## src/rtl/iocrb_cfg.svh

```systemverilog
`ifndef IOCRB_CFG_SVH
`define IOCRB_CFG_SVH
`define IOCRB_NLANE 5
`define IOCRB_NGCLK 6
`define IOCRB_ROW_CELLS 5
`define IOCRB_COL_CELLS 4
`define IOCRB_DLY_STAGES 7
`define IOCRB_GCLK_BASE 4'h5
`define IOCRB_BLK_OFS 8'h00
`define IOCRB_STAT_OFS 8'h04
`define IOCRB_CELL_OFS 8'h10
`define IOCRB_BLK_RST 32'h0000000E
`define IOCRB_CTRL_RST 32'h00000000
`define IOCRB_SEL_RST 32'h000FFFFF
`define IOCRB_BLK_MASK 32'h0000000F
`define IOCRB_CTRL_MASK 32'h0007FFFF
`define IOCRB_SEL_MASK 32'h000FFFFF
`define IOCRB_B_DONE 0
`define IOCRB_B_ALANE 3:1
`define IOCRB_C_AIGN 2:0
`define IOCRB_C_SIGN 5:3
`define IOCRB_C_PUHI 6
`define IOCRB_C_INREG 7
`define IOCRB_C_OUTREG 8
`define IOCRB_C_OEREG 9
`define IOCRB_C_DLYA 12:10
`define IOCRB_C_DLYB 15:13
`define IOCRB_C_DLYO 18:16
`define IOCRB_S_OE 2:0
`define IOCRB_S_CEIN 5:3
`define IOCRB_S_CEOUT 8:6
`define IOCRB_S_SCLR 11:9
`define IOCRB_S_CKIN 15:12
`define IOCRB_S_CKOUT 19:16
`endif

```

## src/rtl/iocrb_pkg.sv

```systemverilog
package iocrb_pkg;
	typedef logic [2:0] iocrb_lane_t;
	typedef logic [3:0] iocrb_src_t;
	typedef logic [2:0] iocrb_dly_t;
	typedef enum logic [2:0] {
		IOCRB_PH_IDLE = 3'b001,
		IOCRB_PH_WR = 3'b010,
		IOCRB_PH_RD = 3'b100
	} iocrb_phase_t;
endpackage : iocrb_pkg

```

## src/rtl/iocrb_cell.sv

```systemverilog
`timescale 1ns/10ps
module iocrb_cell (
	input wire logic ref_clk,
	input wire logic rst_b,
	input wire logic cfg_p,
	input wire logic pin_i,
	input wire logic dout_i,
	input wire logic oe_i,
	input wire logic ce_in,
	input wire logic ce_out,
	input wire logic clk_in_p,
	input wire logic clk_out_p,
	input wire logic aclr_i,
	input wire logic sclr_i,
	input wire logic [2:0] aclr_ign,
	input wire logic [2:0] sclr_ign,
	input wire logic pu_high,
	input wire logic in_reg_en,
	input wire logic out_reg_en,
	input wire logic oe_reg_en,
	input wire iocrb_pkg::iocrb_dly_t dly_a,
	input wire iocrb_pkg::iocrb_dly_t dly_b,
	input wire iocrb_pkg::iocrb_dly_t dly_o,
	output logic datain_a,
	output logic datain_b,
	output logic pad_out,
	output logic pad_oe,
	output logic in_v,
	output logic out_v,
	output logic oe_v
);
	logic in_q;
	logic out_q;
	logic oe_q;
	logic pin_d;
	logic [2:0] on_a;
	logic [2:0] on_s;

	function automatic logic reg_next(input logic q, input logic d, input logic ed, input logic ce,
		input logic s_on, input logic a_on, input logic pu, input logic cfg);
		reg_next = q;
		if (cfg || a_on)
			reg_next = pu;
		else if (ed && s_on)
			reg_next = pu;
		else if (ed && ce)
			reg_next = d;
	endfunction : reg_next

	assign on_a = {3{aclr_i}} & ~aclr_ign;
	assign on_s = {3{sclr_i}} & ~sclr_ign;

	iocrb_dly u_dly_a (.ref_clk(ref_clk), .rst_b(rst_b), .sel(dly_a), .d(pin_i), .q(pin_d));
	iocrb_dly u_dly_b (.ref_clk(ref_clk), .rst_b(rst_b), .sel(dly_b), .d(pin_i), .q(datain_b));
	iocrb_dly u_dly_o (.ref_clk(ref_clk), .rst_b(rst_b), .sel(dly_o), .d(out_reg_en ? out_v : dout_i),
		.q(pad_out));

	always_ff @(posedge ref_clk or negedge rst_b) begin
		if (!rst_b) begin
			in_q <= 1'b0;
		end else begin
			in_q <= reg_next(in_q, pin_d, clk_in_p, ce_in, on_s[0], on_a[0], pu_high, cfg_p);
		end
	end

	always_ff @(posedge ref_clk or negedge rst_b) begin
		if (!rst_b) begin
			out_q <= 1'b0;
		end else begin
			out_q <= reg_next(out_q, dout_i, clk_out_p, ce_out, on_s[1], on_a[1], pu_high, cfg_p);
		end
	end

	always_ff @(posedge ref_clk or negedge rst_b) begin
		if (!rst_b) begin
			oe_q <= 1'b0;
		end else begin
			oe_q <= reg_next(oe_q, oe_i, clk_out_p, ce_out, on_s[2], on_a[2], pu_high, cfg_p);
		end
	end

	// One sense bit per cell makes the control a clear or a preset, never both.
	assign in_v = on_a[0] ? pu_high : in_q;
	assign out_v = on_a[1] ? pu_high : out_q;
	assign oe_v = on_a[2] ? pu_high : oe_q;
	assign datain_a = in_reg_en ? in_v : pin_d;
	assign pad_oe = oe_reg_en ? oe_v : oe_i;
endmodule : iocrb_cell

```

## src/rtl/iocrb_dly.sv

```systemverilog
`timescale 1ns/10ps
`include "iocrb_cfg.svh"
module iocrb_dly (
	input wire logic ref_clk,
	input wire logic rst_b,
	input wire iocrb_pkg::iocrb_dly_t sel,
	input wire logic d,
	output logic q
);
	logic [`IOCRB_DLY_STAGES-1:0] sr_q;

	always_ff @(posedge ref_clk or negedge rst_b) begin
		if (!rst_b) begin
			sr_q <= '0;
		end else begin
			sr_q <= {sr_q[`IOCRB_DLY_STAGES-2:0], d};
		end
	end

	// Setting zero bypasses the chain, n taps n cycles late.
	always_comb begin
		q = d;
		if (sel != 3'h0) begin
			q = sr_q[sel - 3'h1];
		end
	end
endmodule : iocrb_dly

```

## src/rtl/iocrb_top.sv

```systemverilog
// The AHB-Lite interface to the registers and the placing of the registers were decided locally.
`timescale 1ns/10ps
`include "iocrb_cfg.svh"
// Summary of operation
// - Three registers per cell: input, output, enable.
// - Input register has its own clock, enable.
// - Output and enable registers share clock, enable.
// - Shared clears, each register may ignore either.
// - Cell chooses preset or clear, not both.
// - Registers load power-up value after configuration.
// - Power-up low makes control a clear.
// - Power-up high makes control a preset.
// - All registers of a cell share one control.
// - Synchronous reset acts on the clock edge.
// - One asynchronous clear source for the whole block.
// - Two input paths, each with own delay.
// - Input register takes one path, other combinational.
// - Row block five cells, column block four.
// - Row block takes seven five-bit lane groups.
// - Column block takes seven four-bit lane groups.
// - Two pin-to-array outputs per cell.
// - Six dedicated low-skew clocks feed the block.
// - Each cell selects its own control sources, except the asynchronous clear.
module iocrb_top #(
	parameter bit COLUMN_MODE = 1'b0
) (
	input wire logic ref_clk,
	input wire logic rst_b,
	input wire logic hsel,
	input wire logic [31:0] haddr,
	input wire logic [1:0] htrans,
	input wire logic hwrite,
	input wire logic [2:0] hsize,
	input wire logic [31:0] hwdata,
	input wire logic hready,
	output logic hreadyout,
	output logic hresp,
	output logic [31:0] hrdata,
	input wire logic [4:0] io_dataout,
	input wire logic [4:0] io_coe,
	input wire logic [4:0] io_cce_in,
	input wire logic [4:0] io_cce_out,
	input wire logic [4:0] io_cclk,
	input wire logic [4:0] io_caclr,
	input wire logic [4:0] io_csclr,
	input wire logic [5:0] io_clk,
	input wire logic [4:0] pad_in,
	output logic [4:0] pad_out,
	output logic [4:0] pad_oe,
	output logic [4:0] io_datain_a,
	output logic [4:0] io_datain_b
);
	localparam int NCELL = COLUMN_MODE ? `IOCRB_COL_CELLS : `IOCRB_ROW_CELLS;
	localparam int NL = `IOCRB_NLANE;

	logic addr_ok;
	logic wr_en;
	logic [3:0] wr_code_q;
	iocrb_pkg::iocrb_phase_t phase_q;
	logic [31:0] hrdata_q;
	logic [31:0] rd_word;
	logic [31:0] blk_q;
	logic [31:0] ctrl_q [0:4];
	logic [31:0] sel_q [0:4];
	logic done_q;
	logic cfg_p_q;
	logic [4:0] pin_s1_q;
	logic [4:0] pin_s2_q;
	logic aclr_blk;
	logic [4:0] in_v;
	logic [4:0] out_v;
	logic [4:0] oe_v;

	// Lanes beyond the populated cells fall back to the default level.
	function automatic logic lane_pick(input logic [NL-1:0] v, input iocrb_pkg::iocrb_lane_t c,
		input logic dflt);
		lane_pick = dflt;
		if (c < 3'(NCELL))
			lane_pick = v[c];
	endfunction : lane_pick

	// Codes below the cell count pick an array clock lane, codes five to ten a dedicated clock.
	function automatic logic clk_pick(input logic [NL-1:0] ac, input logic [`IOCRB_NGCLK-1:0] gc,
		input iocrb_pkg::iocrb_src_t s);
		logic [3:0] g;
		g = s - `IOCRB_GCLK_BASE;
		clk_pick = 1'b0;
		if (s < 4'(NCELL))
			clk_pick = ac[s[2:0]];
		else if (s >= `IOCRB_GCLK_BASE && g < 4'(`IOCRB_NGCLK))
			clk_pick = gc[g[2:0]];
	endfunction : clk_pick

	// Code 0 block control, 1 status, 2+2i cell control, 3+2i cell select, F unmapped.
	function automatic logic [3:0] reg_dec(input logic [31:0] a);
		reg_dec = 4'hF;
		if (a[31:8] == 24'h000000 && a[1:0] == 2'h0) begin
			if (a[7:0] == `IOCRB_BLK_OFS)
				reg_dec = 4'h0;
			else if (a[7:0] == `IOCRB_STAT_OFS)
				reg_dec = 4'h1;
			else if (a[7:0] >= `IOCRB_CELL_OFS && a[7:0] < `IOCRB_CELL_OFS + 8'(8 * NCELL))
				reg_dec = 4'(a[7:2] - 6'h02);
		end
	endfunction : reg_dec

	assign addr_ok = hsel && hready && htrans[1];
	assign hreadyout = 1'b1;
	assign hresp = 1'b0;
	assign hrdata = hrdata_q;

	always_ff @(posedge ref_clk or negedge rst_b) begin
		if (!rst_b) begin
			phase_q <= iocrb_pkg::IOCRB_PH_IDLE;
		end else if (addr_ok) begin
			phase_q <= hwrite ? iocrb_pkg::IOCRB_PH_WR : iocrb_pkg::IOCRB_PH_RD;
		end else if (hready) begin
			phase_q <= iocrb_pkg::IOCRB_PH_IDLE;
		end
	end

	always_ff @(posedge ref_clk or negedge rst_b) begin
		if (!rst_b) begin
			wr_code_q <= 4'hF;
		end else if (addr_ok && hwrite) begin
			wr_code_q <= (hsize == 3'h2) ? reg_dec(haddr) : 4'hF;
		end
	end

	always_comb begin
		wr_en = 1'b0;
		case (phase_q)
			iocrb_pkg::IOCRB_PH_WR: wr_en = hready;
			iocrb_pkg::IOCRB_PH_IDLE: wr_en = 1'b0;
			iocrb_pkg::IOCRB_PH_RD: wr_en = 1'b0;
			default: wr_en = 1'b0;
		endcase
	end

	always_comb begin
		logic [3:0] c;
		c = reg_dec(haddr);
		rd_word = 32'h00000000;
		if (hsize != 3'h2)
			rd_word = 32'h00000000;
		else if (c == 4'h0)
			rd_word = blk_q;
		else if (c == 4'h1)
			rd_word = {12'h000, pin_s2_q, oe_v, out_v, in_v};
		else if (c != 4'hF && !c[0])
			rd_word = ctrl_q[3'(c[3:1] - 3'h1)];
		else if (c != 4'hF)
			rd_word = sel_q[3'(c[3:1] - 3'h1)];
	end

	always_ff @(posedge ref_clk or negedge rst_b) begin
		if (!rst_b) begin
			hrdata_q <= 32'h00000000;
		end else if (addr_ok && !hwrite) begin
			hrdata_q <= rd_word;
		end
	end

	always_ff @(posedge ref_clk or negedge rst_b) begin
		if (!rst_b) begin
			blk_q <= `IOCRB_BLK_RST;
		end else if (wr_en && wr_code_q == 4'h0) begin
			blk_q <= hwdata & `IOCRB_BLK_MASK;
		end
	end

	always_ff @(posedge ref_clk or negedge rst_b) begin
		if (!rst_b) begin
			for (int i = 0; i < 5; i++) begin
				ctrl_q[i] <= `IOCRB_CTRL_RST;
				sel_q[i] <= `IOCRB_SEL_RST;
			end
		end else if (wr_en) begin
			for (int i = 0; i < 5; i++) begin
				if (wr_code_q == 4'(2 + 2 * i))
					ctrl_q[i] <= hwdata & `IOCRB_CTRL_MASK;
				if (wr_code_q == 4'(3 + 2 * i))
					sel_q[i] <= hwdata & `IOCRB_SEL_MASK;
			end
		end
	end

	// Setting the done bit marks the end of configuration and loads power-up values once.
	always_ff @(posedge ref_clk or negedge rst_b) begin
		if (!rst_b) begin
			done_q <= 1'b0;
			cfg_p_q <= 1'b0;
		end else begin
			done_q <= blk_q[`IOCRB_B_DONE];
			cfg_p_q <= blk_q[`IOCRB_B_DONE] && !done_q;
		end
	end

	always_ff @(posedge ref_clk or negedge rst_b) begin
		if (!rst_b) begin
			pin_s1_q <= 5'h00;
			pin_s2_q <= 5'h00;
		end else begin
			pin_s1_q <= pad_in;
			pin_s2_q <= pin_s1_q;
		end
	end

	assign aclr_blk = lane_pick(io_caclr, blk_q[`IOCRB_B_ALANE], 1'b0);

	for (genvar g = 0; g < 5; g++) begin : g_cell
		if (g < NCELL) begin : g_on
			iocrb_cell u_cell (
				.ref_clk(ref_clk),
				.rst_b(rst_b),
				.cfg_p(cfg_p_q),
				.pin_i(pin_s2_q[g]),
				.dout_i(io_dataout[g]),
				.oe_i(lane_pick(io_coe, sel_q[g][`IOCRB_S_OE], 1'b0)),
				.ce_in(lane_pick(io_cce_in, sel_q[g][`IOCRB_S_CEIN], 1'b1)),
				.ce_out(lane_pick(io_cce_out, sel_q[g][`IOCRB_S_CEOUT], 1'b1)),
				.clk_in_p(clk_pick(io_cclk, io_clk, sel_q[g][`IOCRB_S_CKIN])),
				.clk_out_p(clk_pick(io_cclk, io_clk, sel_q[g][`IOCRB_S_CKOUT])),
				.aclr_i(aclr_blk),
				.sclr_i(lane_pick(io_csclr, sel_q[g][`IOCRB_S_SCLR], 1'b0)),
				.aclr_ign(ctrl_q[g][`IOCRB_C_AIGN]),
				.sclr_ign(ctrl_q[g][`IOCRB_C_SIGN]),
				.pu_high(ctrl_q[g][`IOCRB_C_PUHI]),
				.in_reg_en(ctrl_q[g][`IOCRB_C_INREG]),
				.out_reg_en(ctrl_q[g][`IOCRB_C_OUTREG]),
				.oe_reg_en(ctrl_q[g][`IOCRB_C_OEREG]),
				.dly_a(ctrl_q[g][`IOCRB_C_DLYA]),
				.dly_b(ctrl_q[g][`IOCRB_C_DLYB]),
				.dly_o(ctrl_q[g][`IOCRB_C_DLYO]),
				.datain_a(io_datain_a[g]),
				.datain_b(io_datain_b[g]),
				.pad_out(pad_out[g]),
				.pad_oe(pad_oe[g]),
				.in_v(in_v[g]),
				.out_v(out_v[g]),
				.oe_v(oe_v[g])
			);
		end else begin : g_off
			assign io_datain_a[g] = 1'b0;
			assign io_datain_b[g] = 1'b0;
			assign pad_out[g] = 1'b0;
			assign pad_oe[g] = 1'b0;
			assign in_v[g] = 1'b0;
			assign out_v[g] = 1'b0;
			assign oe_v[g] = 1'b0;
		end
	end
endmodule : iocrb_top

```

## config.mk

```make
export PLATFORM = sky130hd
export DESIGN_NAME = iocrb_top
export DESIGN_NICKNAME = d
export VERILOG_FILES = /design/src/rtl/iocrb_pkg.sv /design/src/rtl/iocrb_cell.sv /design/src/rtl/iocrb_dly.sv /design/src/rtl/iocrb_top.sv
export VERILOG_INCLUDE_DIRS = /design/src /design/src/rtl
export SDC_FILE = /design/constraint.sdc
export NUM_CORES = 1
export LEC_CHECK = 0
export ABC_AREA = 0
export BUFFER_PORTS_ARGS = -buffer_cell sky130_fd_sc_hd__clkbuf_2
export CAP_MARGIN = 20
export CORE_MARGIN = 5
export CORE_UTILIZATION = 50
export CTS_CLUSTER_SIZE = 25
export DETAILED_ROUTE_END_ITERATION = 10
export PLACE_DENSITY = 0.73
export SLEW_MARGIN = 0
export SYNTH_ARGS = -nofsm -noshare
export SYNTH_HDL_FRONTEND = slang
export SYNTH_SLANG_ARGS = --single-unit
```

## constraint.sdc

```tcl
create_clock -name ref_clk -period 9.1 [get_ports ref_clk]
set_input_delay 2.275 -clock ref_clk [delete_from_list [all_inputs] [get_ports ref_clk]]
set_output_delay 2.275 -clock ref_clk [all_outputs]
set_load 0.02 [all_outputs]
```

; ---- Word level (Yosys, flattened, before mapping)
; Cells that the tools add are included.
[word_totals]
inputBits = 120
word_cells = 593
out_inout_bits = 54
register_bits = 370
[op_classes]
n_bitwise = 21
add_sub_neg = 27
reduce_logical = 108
n_lt_le_gt_ge = 110
mux = 263
n_eq_ne = 16
[ops]
columns = op, n
row1 = $mux W32, 9
row2 = $lt A3 B4 Y1 const B, 56
row3 = $bmux W32 S3, 2
row4 = $mux W1, 188
row5 = $bmux W1 S3, 56
row6 = $reduce_bool A3 Y1, 30
row7 = $lt A4 B3 Y1 const B, 20
row8 = $lt A3 B3 Y1 const B, 21
row9 = $sub A3 B1 Y3 const B, 16
row10 = $logic_and A1 B1 Y1, 44
row11 = $ge A4 B3 Y1 const B, 10
row12 = $sub A4 B3 Y4 const B, 10
row13 = $and A3 B3 Y3, 10
row14 = $not A3 Y3, 10
row15 = $logic_not A24 Y1, 1
row16 = $mux W4, 5
row17 = $reduce_and A2 Y1, 10
row18 = $eq A4 B3 Y1 const B, 4
row19 = $eq A4 B4 Y1 const B, 4
row20 = $logic_or A1 B1 Y1, 15
row21 = $mux W3, 3
row22 = $eq A4 B2 Y1 const B, 2
row23 = $eq A8 B3 Y1 const B, 1
row24 = $ge A8 B5 Y1 const B, 1
row25 = 13 further kinds, 17

; ---- Logic depth before layout (Yosys ltp)
; Gate-level depths: netlist of run 1.
[logic_depth]
ltp_word = 16
depth_mapped = 17
mapped_depth_nobuf = 13

; ---- By module
; A second synthesis of run 1 with hierarchy kept.
[hier_totals]
cells_unflattened = 1679
area_unflattened_um2 = 19884.1
[modules_own_cells]
columns = mod, area_per_inst_um2, cells_per_inst, instances, seq_area_each_um2
row1 = iocrb_top, 13934.6, 1229, 1, 6090.8
row2 = iocrb_dly, 295.3, 21, 15, 175.2
row3 = iocrb_cell, 304.0, 27, 5, 75.1

; ---- Least setup slack after synthesis of run 1
; Ideal clock, no wire load.
[synth_timing]
path_type = input to output
startpoint = in io_caclr[3]
endpoint = out pad_out[4]
required_time_ps = 6825
stages = 9
path_slack_ps = 2733
path_buffers = 2
arrival_time_ps = 4092
cell_sequence = mux4_2 -> mux2i_1 -> clkbuf_1 -> nor2_1 -> mux2i_1 -> a21oi_1 -> o21ai_0 -> o21ai_0 -> buf_4
[synth_between]
elab_chain_len = 7
[synth_rtl]
columns = item, line
row1 = start: declaration, iocrb_top.sv:44  ; input wire logic [4:0] io_caclr,
row2 = $bmux W1 S3, iocrb_top.sv:79  ; lane_pick = v[c];
row3 = $mux W1 (implied by the code), iocrb_top.sv:79
row4 = $mux W1, iocrb_top.sv:78  ; if (c < 3'(NCELL))
row5 = $and A3 B3 Y3, iocrb_cell.sv:50  ; assign on_a = {3{aclr_i}} & ~aclr_ign;
row6 = $mux W1, iocrb_cell.sv:84  ; assign out_v = on_a[1] ? pu_high : out_q;
row7 = $mux W1, iocrb_cell.sv:55  ; iocrb_dly u_dly_o (.ref_clk(ref_clk), .rst_b(rst_b), .sel(dly_o), .d(out_reg_en ? out_v : dout_i),
row8 = net g_cell[4].g_on.u_cell.u_dly_o.d, iocrb_dly.sv:7  ; input wire logic d,
row9 = $mux W1, iocrb_dly.sv:23  ; if (sel != 3'h0) begin
row10 = end: declaration, iocrb_top.sv:48  ; output logic [4:0] pad_out,
; The timed path passes the listed nets, and every way through them passes these cells. The select of a mux whose other input is x is not followed.

; ---- Worst setup path in the final report of run 1
[layout_timing]
startpoint = in io_caclr[3]
endpoint = out pad_out[2]
[layout_between]
elab_chain_len = 7
[layout_rtl]
columns = item, line
row1 = $bmux W1 S3, iocrb_top.sv:79
row2 = $mux W1 (implied by the code), iocrb_top.sv:79
row3 = $mux W1, iocrb_top.sv:78
row4 = $and A3 B3 Y3, iocrb_cell.sv:50
row5 = $mux W1, iocrb_cell.sv:84
row6 = $mux W1, iocrb_cell.sv:55
row7 = net g_cell[2].g_on.u_cell.u_dly_o.d, iocrb_dly.sv:7
row8 = $mux W1, iocrb_dly.sv:23
; The timed path passes the listed nets, and every way through them passes these cells. The select of a mux whose other input is x is not followed.

==> impl_metrics.toml, run 1 <==
[clocking]
cts-buffers-inserted = 38
cts-resized-gates = 0
root_buffer = "clkbuf_16"
cts_setup_buffers = 0
clkSlewWorstSetupHoldPaths_ns = 0.06
cts_max_level = 2
cts_hold_buf = 0
cts_tree = "yes"
cts_buffer_depth = 3
cts_sinks = 323
clock_latency_ns = 0.54

[synthesis]
ys_ff_latch = 323
ys_types = 73
synth_enable_flop_cells = 0
ys_warn_count = 0
yosys_most_used_dff = "dfrtp_1"
synth.avg_cell_area_um2 = 11.4
synth-seq-area-share_pct = 44.3
syn_inst = 1620
async_flop_share_pct = 100
synthesis.area_um2 = 18500

[worst_setup_path]
start_kind = "input pin"
critPathBufInv = 3
crit_type = "input pin to output pin"
max_stage_delay_ns = 0.50
cp_max_fo = 15
crit_family = "compound AO/OA/AOI/OAI gates"
path_cells = "clkbuf_2 > mux4_2 > mux2i_1 > buf_4 > nor2_1 > mux2i_1 > a21oi_1 > o21ai_0 > o21ai_0 > clkbuf_2"
worstPathArrival_ns = 5.02
critical_path.slowest_cell = "o21ai_0"
crit_required_ns = 6.83
cp-end-kind = "output pin"

[global_route]
grt_pass1_vias = 14300
grt-ovfl-total = 0
antenna_found_initial = 3
grt_max_degree = 150
grt.total_usage_pct = 27.5
grt_pass1_wl_um = 87400

[timing]
relSlewSlack_pct = 21.8
setup-violations-final = 0
timing.final.hold_violations = 0
tns_ns = 0
rsz0062_at_grt = "false"
drv_slew = 0
fin_worst_skew_ns = 0.0138
fin_crit_sh_pct = 80.2
fin_crit_ns = 7.29
fmax_ghz = 0.137
worst_pin_slew_ns = 1.16

[final_layout]
final_nets = 1880
diodes = 0
layout-drive-gt1-share_pct = 36.7
fillers = 3049
final_core_util_pct = 56.8
layout.cells.non_filler = 2216
area_growth_pct = 12.2

[drt]
via_count = 14400
wire_per_inst_um = 25.9
drc = 0
finalWirelength_um = 57400
drtIter0Drc = 1697
final_antenna_net_count = 0
via_per_inst = 6.49
first_pass_iters = 6

[die]
rows = 70
core_um2 = 36600
die_area_um2 = 41000
start_util_pct = 50.6
die_h_um = 203
fp.dieW_um = 203
design.portCount = 174

[power_and_ir_drop]
power_switching_uw = 904
power_frac_seq_pct = 44.2
combPwrFrac_pct = 11.0
clkPwrFrac_pct = 44.8
intPower_mw = 2.63
powerDensity_nw_per_um2 = 170
power_mw = 3.53
swShare_pct = 25.6
peakVddDrop_mv = 0.152
leakagePower_nw = 9.10

[hold_path]
hp-class = "flop to flop"

[placement]
hpwl_um = 40600
gp_congestion = 0.937
port_buffers = 146
post-place-cells = 2146

[outcome]
status = "finished clean"

[job]
max_cap_violations = 0
[registers in the layout, summed over array words and instances (netlist names)]
| name | flops |
|---|---|
| blk_q | 4 |
| cfg_p_q | 1 |
| ctrl_q | 95 |
| done_q | 1 |
| g_cell.g_on.u_cell.in_q | 5 |
| g_cell.g_on.u_cell.oe_q | 5 |
| g_cell.g_on.u_cell.out_q | 5 |
| g_cell.g_on.u_cell.u_dly_a.sr_q | 35 |
| g_cell.g_on.u_cell.u_dly_o.sr_q | 35 |
| hrdata | 20 |
| phase_q | 3 |
| pin_s1_q | 5 |
| pin_s2_q | 5 |
| sel_q | 100 |
| wr_code_q | 4 |
[routing by layer]
layer	part of all wire, %	vias to the layer above	global-route usage [%]
li1	-	6194	-
met1	40	7266	38.2
met2	46	762	42.9
met3	9.3	156	5.49
met4	4.4	4	10.7
met5	0.040	-	0
[final timing paths]
check | from | endpoint | slack [ns] | cells past startpoint
setup / recovery | io_caclr[3] | pad_out[2] | 1.81 | 10
min in group asynchronous | rst_b | pin_s1_q[2] | 1.83 | 1
hold reg to reg | pin_s1_q[0] | pin_s2_q[0] | 0.35 | 0
setup reg to reg | sel_q[144] | g_cell[0].g_on.u_cell.oe_q | 5.84 | 9
hold / removal | pin_s1_q[0] | pin_s2_q[0] | 0.35 | 0
max in group asynchronous | rst_b | ctrl_q[1] | 5.94 | 2
[cell usage after synthesis (8+ instances only)]
cell type | instances | area [µm²]
nand2_1 | 113 | 424
a31oi_1 | 14 | 87.6
nor3b_1 | 13 | 97.6
dfrtp_1 | 215 | 5380
o211ai_1 | 19 | 143
mux4_2 | 80 | 1800
nor3_1 | 32 | 160
a21oi_1 | 81 | 405
dfstp_2 | 108 | 2840
o31ai_1 | 10 | 75.1
a32oi_1 | 9 | 78.8
and2_1 | 8 | 50.1
ha_1 | 42 | 526
and3_1 | 11 | 68.8
nand3_1 | 25 | 125
nor2_1 | 77 | 289
mux2i_1 | 70 | 701
a221oi_1 | 14 | 123
o21ai_0 | 83 | 415
mux2_2 | 211 | 2380
inv_1 | 81 | 304
a211oi_1 | 28 | 210
clkbuf_1 | 63 | 236
buf_4 | 34 | 255
o21a_1 | 10 | 75.1
nor4_1 | 8 | 50.1
nor2b_1 | 16 | 100
nand2b_1 | 16 | 100
o32ai_1 | 11 | 96.3
xnor2_1 | 9 | 78.8
[layout make-up]
cell class	instances	area [µm²]	area share (%)
multi-input cells	1109	9480	45.6
well taps	468	586	2.81
repair buffers	165	896	4.31
clock inverters	12	161	0.776
clock buffers	58	1160	5.56
flip-flops and latches	323	8220	39.5
inverters	81	304	1.46
[worst reg2reg max path, stage by stage (launching register included)]
cell	delay [ns]
dfstp_2	0.65
inv_1	0.09
ha_1	0.24
xnor2_1	0.15
a21oi_1	0.12
a31oi_1	0.06
o32ai_1	0.90
o211ai_1	0.33
mux2_2	0.36
mux2_2	0.26
[metrics by stage]
stage | setup WS [ns] | hold slack, ns | cell area, µm²
detailed placement | 1.85 | 0.337 | 19500
finish | 1.81 | 0.351 | 20800
global route | 1.72 | 0.352 | 20800
global placement | 1.97 | 0.331 | 19500
CTS | 1.83 | 0.351 | 20800
floorplan | 2.73 | 0.331 | 18600
[cells in the final DEF (no fill, tap or decap), types with 5 or more instances in the layout]
| cell type | n |
|---|---|
| a211oi_1 | 28 |
| a21boi_0 | 5 |
| a21oi_1 | 81 |
| a221o_1 | 5 |
| a221oi_1 | 14 |
| a22o_1 | 7 |
| a22oi_1 | 7 |
| a31oi_1 | 14 |
| a32oi_1 | 9 |
| and2_1 | 8 |
| and3_1 | 11 |
| buf_4 | 18 |
| clkbuf_1 | 8 |
| clkbuf_16 | 39 |
| clkbuf_2 | 145 |
| clkbuf_8 | 11 |
| conb_1 | 14 |
| dfrtp_1 | 215 |
| dfstp_2 | 108 |
| ha_1 | 42 |
| inv_1 | 81 |
| mux2_2 | 211 |
| mux2i_1 | 70 |
| mux4_2 | 80 |
| nand2_1 | 113 |
| nand2b_1 | 16 |
| nand3_1 | 25 |
| nand4_1 | 5 |
| nor2_1 | 76 |
| nor2b_1 | 14 |
| nor3_1 | 32 |
| nor3b_1 | 13 |
| nor4_1 | 8 |
| o211ai_1 | 19 |
| o21a_1 | 10 |
| o21ai_0 | 83 |
| o31ai_1 | 10 |
| o32ai_1 | 11 |
| o41ai_1 | 7 |
| xnor2_1 | 9 |
[power by group through the flow]
stage	Combinational [mW]	Sequential, mW	Clock [mW]
finish	0.388	1.56	1.58
global route	0.421	1.57	1.66
CTS	0.385	1.56	1.61
detailed placement	0.382	1.58	0
global placement	0.372	1.58	0
floorplan	0.257	1.56	0
[cell families after synthesis]
kind of cell / synth area share (%)
other: 0.0405
buffers and inverters: 4.94
multiplexers: 26.3
adder cells (fa/ha/maj): 2.83
flip-flops: 44.3
XOR/XNOR: 0.520
AO/OA/AOI/OAI: 12.2
AND/OR/NAND/NOR: 8.82
(Power assumes the default switching activity.)
==> inputs of run 2 (changes only) <==
- clock period: 9.1 -> 7.6 ns (I/O delays scaled with it)
==> run 2 against run 1 <==
Sequential power is 20% higher. Count of clock-buffer cells in the layout is 4 lower. Clock skew shrank 0.0026 ns. Flip-flop and latch count stayed put. Global-route usage is 0.26 points higher. Register-to-register slack got worse by 1.5 ns. Largest power group is now sequential cells.
==> impl_metrics.toml, run 2 (synthesis results as in run 1) <==
[worst_setup_path]
start_kind = "input pin"
critical_path.slowest_cell = "a21oi_1"
critPathBufInv = 3
max_stage_delay_ns = 0.49
path_cells = "clkbuf_2 > mux4_2 > mux2i_1 > buf_4 > nor2_1 > mux2i_1 > a21oi_1 > a21oi_1 > o21ai_0 > clkbuf_2"
worstPathArrival_ns = 4.43
startpoint = "io_caclr[3]"
crit_type = "input pin to output pin"
crit_family = "compound AO/OA/AOI/OAI gates"
cp_max_fo = 15
r2r_start = "sel_q[48]"
crit_end = "pad_out[0]"
cp-end-kind = "output pin"
r2r_end = "g_cell[3].g_on.u_cell.out_q"
reg2reg_depth = 9
crit_cells = 10
crit_required_ns = 5.70
r2r_slack_ns = 4.34

[die]
design.portCount = 174
fp.dieW_um = 203
core_um2 = 36600
start_util_pct = 50.6
rows = 70
die_area_um2 = 41000
die_h_um = 203

[timing]
worst_pin_slew_ns = 1.27
relSlewSlack_pct = 14.8
fin_worst_skew_ns = 0.0111
drv_slew = 0
tns_ns = 0
rsz0062_at_grt = "false"
fin_crit_sh_pct = 83.3
timing.final.hold_violations = 0
setup-violations-final = 0
fmax_ghz = 0.158
fin_crit_ns = 6.33

[drt]
via_per_inst = 6.53
via_count = 14400
drc = 0
finalWirelength_um = 57800
final_antenna_net_count = 0
drtIter0Drc = 1629
first_pass_iters = 6
wire_per_inst_um = 26.2

[outcome]
status = "finished clean"

[placement]
gp_congestion = 0.948
port_buffers = 146
hpwl_um = 41100

[final_layout]
largest_reg_flops = 100
layout-drive-gt1-share_pct = 36.2
area_growth_pct = 11.5
final_common_cell = "dfrtp_1"
regMostFlops = "sel_q"
final_nets = 1880
final_cell_mix = "dfrtp_1, mux2_2, clkbuf_2, nand2_1, dfstp_2"
top_regs = "sel_q x100, ctrl_q x95"

[power_and_ir_drop]
power_mw = 4.10
peakVddDrop_mv = 0.203
leakagePower_nw = 9.03
powerDensity_nw_per_um2 = 198

[global_route]
grt_pass1_wl_um = 88000
grt_pass1_vias = 14500
grt_max_degree = 161
grt-ovfl-total = 0
grt.total_usage_pct = 27.8
antenna_found_initial = 2

[clocking]
cts_sinks = 323
cts_setup_buffers = 0
cts-buffers-inserted = 37
cts_max_level = 2
cts_buffer_depth = 3
root_buffer = "clkbuf_16"
clkSlewWorstSetupHoldPaths_ns = 0.06
cts_tree = "yes"
clock_latency_ns = 0.54
cts_hold_buf = 0
cts-resized-gates = 0

[job]
max_cap_violations = 0

[hold_path]
hp-class = "flop to flop"
## run 2: changes by cell type in the layout (fill, tap and decap cells not counted), sizes merged
cell and delta:
diode +1, clkinvlp -1, buf +1, clkbuf -4, inv -2
## run 2: how the worst min path moves through the flow
stage	start	to	cells after the start	slack (ns)
finish	pin_s1_q[2]	pin_s2_q[2]	0	0.35
global route	pin_s1_q[2]	pin_s2_q[2]	0	0.36
CTS	pin_s1_q[2]	pin_s2_q[2]	0	0.35
detailed placement	pin_s1_q[2]	pin_s2_q[2]	0	0.33
global placement	pin_s1_q[2]	pin_s2_q[2]	0	0.33
floorplan	pin_s1_q[0]	pin_s2_q[0]	0	0.33
## run 2: metrics by stage
stage	utilization [%]	std cells	hold WS, ns	cell area, µm²	setup WS [ns]
finish	56.4	2211	0.347	20700	1.27
CTS	56.4	2210	0.348	20700	1.29
detailed placement	53.2	2147	0.335	19500	1.32
global route	56.4	2211	0.359	20700	1.18
floorplan	-	1632	0.331	18600	1.94
global placement	53.2	2147	0.333	19500	1.37
## run 2: worst register-to-register path: cells and delay by family, from the launching register on
kind | cells | cell delay, ns
compound gates | 4 | 1.35
flops | 1 | 0.63
mux | 2 | 0.63
fa+ha+maj | 1 | 0.25
xor+xnor | 1 | 0.15
buf+inv | 1 | 0.13
## run 2: layout make-up
class                           instances  area [µm²]
Fill cell                            3008       15900
Multi-Input combinational cell       1109        9480
Sequential cell                       323        8220
Clock buffer                           54        1050
Timing Repair Buffer                  166         903
Tap cell                              468         586
Inverter                               81         304
Clock inverter                          9         125
Antenna cell                            1        2.50
## run 2: layer usage
layer  routed length [µm]  share of wire [%]  GRT usage (%)  up-vias
li1                     -                  -              -     6178
met1                23500                 41           38.4     7255
met2                25900                 45           42.5      848
met3                 5360                9.3           5.57      162
met4                 3060                5.3           12.8        0
met5                    0                  0              0        -
## run 2: power breakdown
group | internal, mW | total (mW) | switching [mW]
Clock | 1.06 | 1.76 | 0.706
Combinational | 0.186 | 0.465 | 0.279
Sequential | 1.80 | 1.87 | 0.0679
Total | 3.05 | 4.10 | 1.05
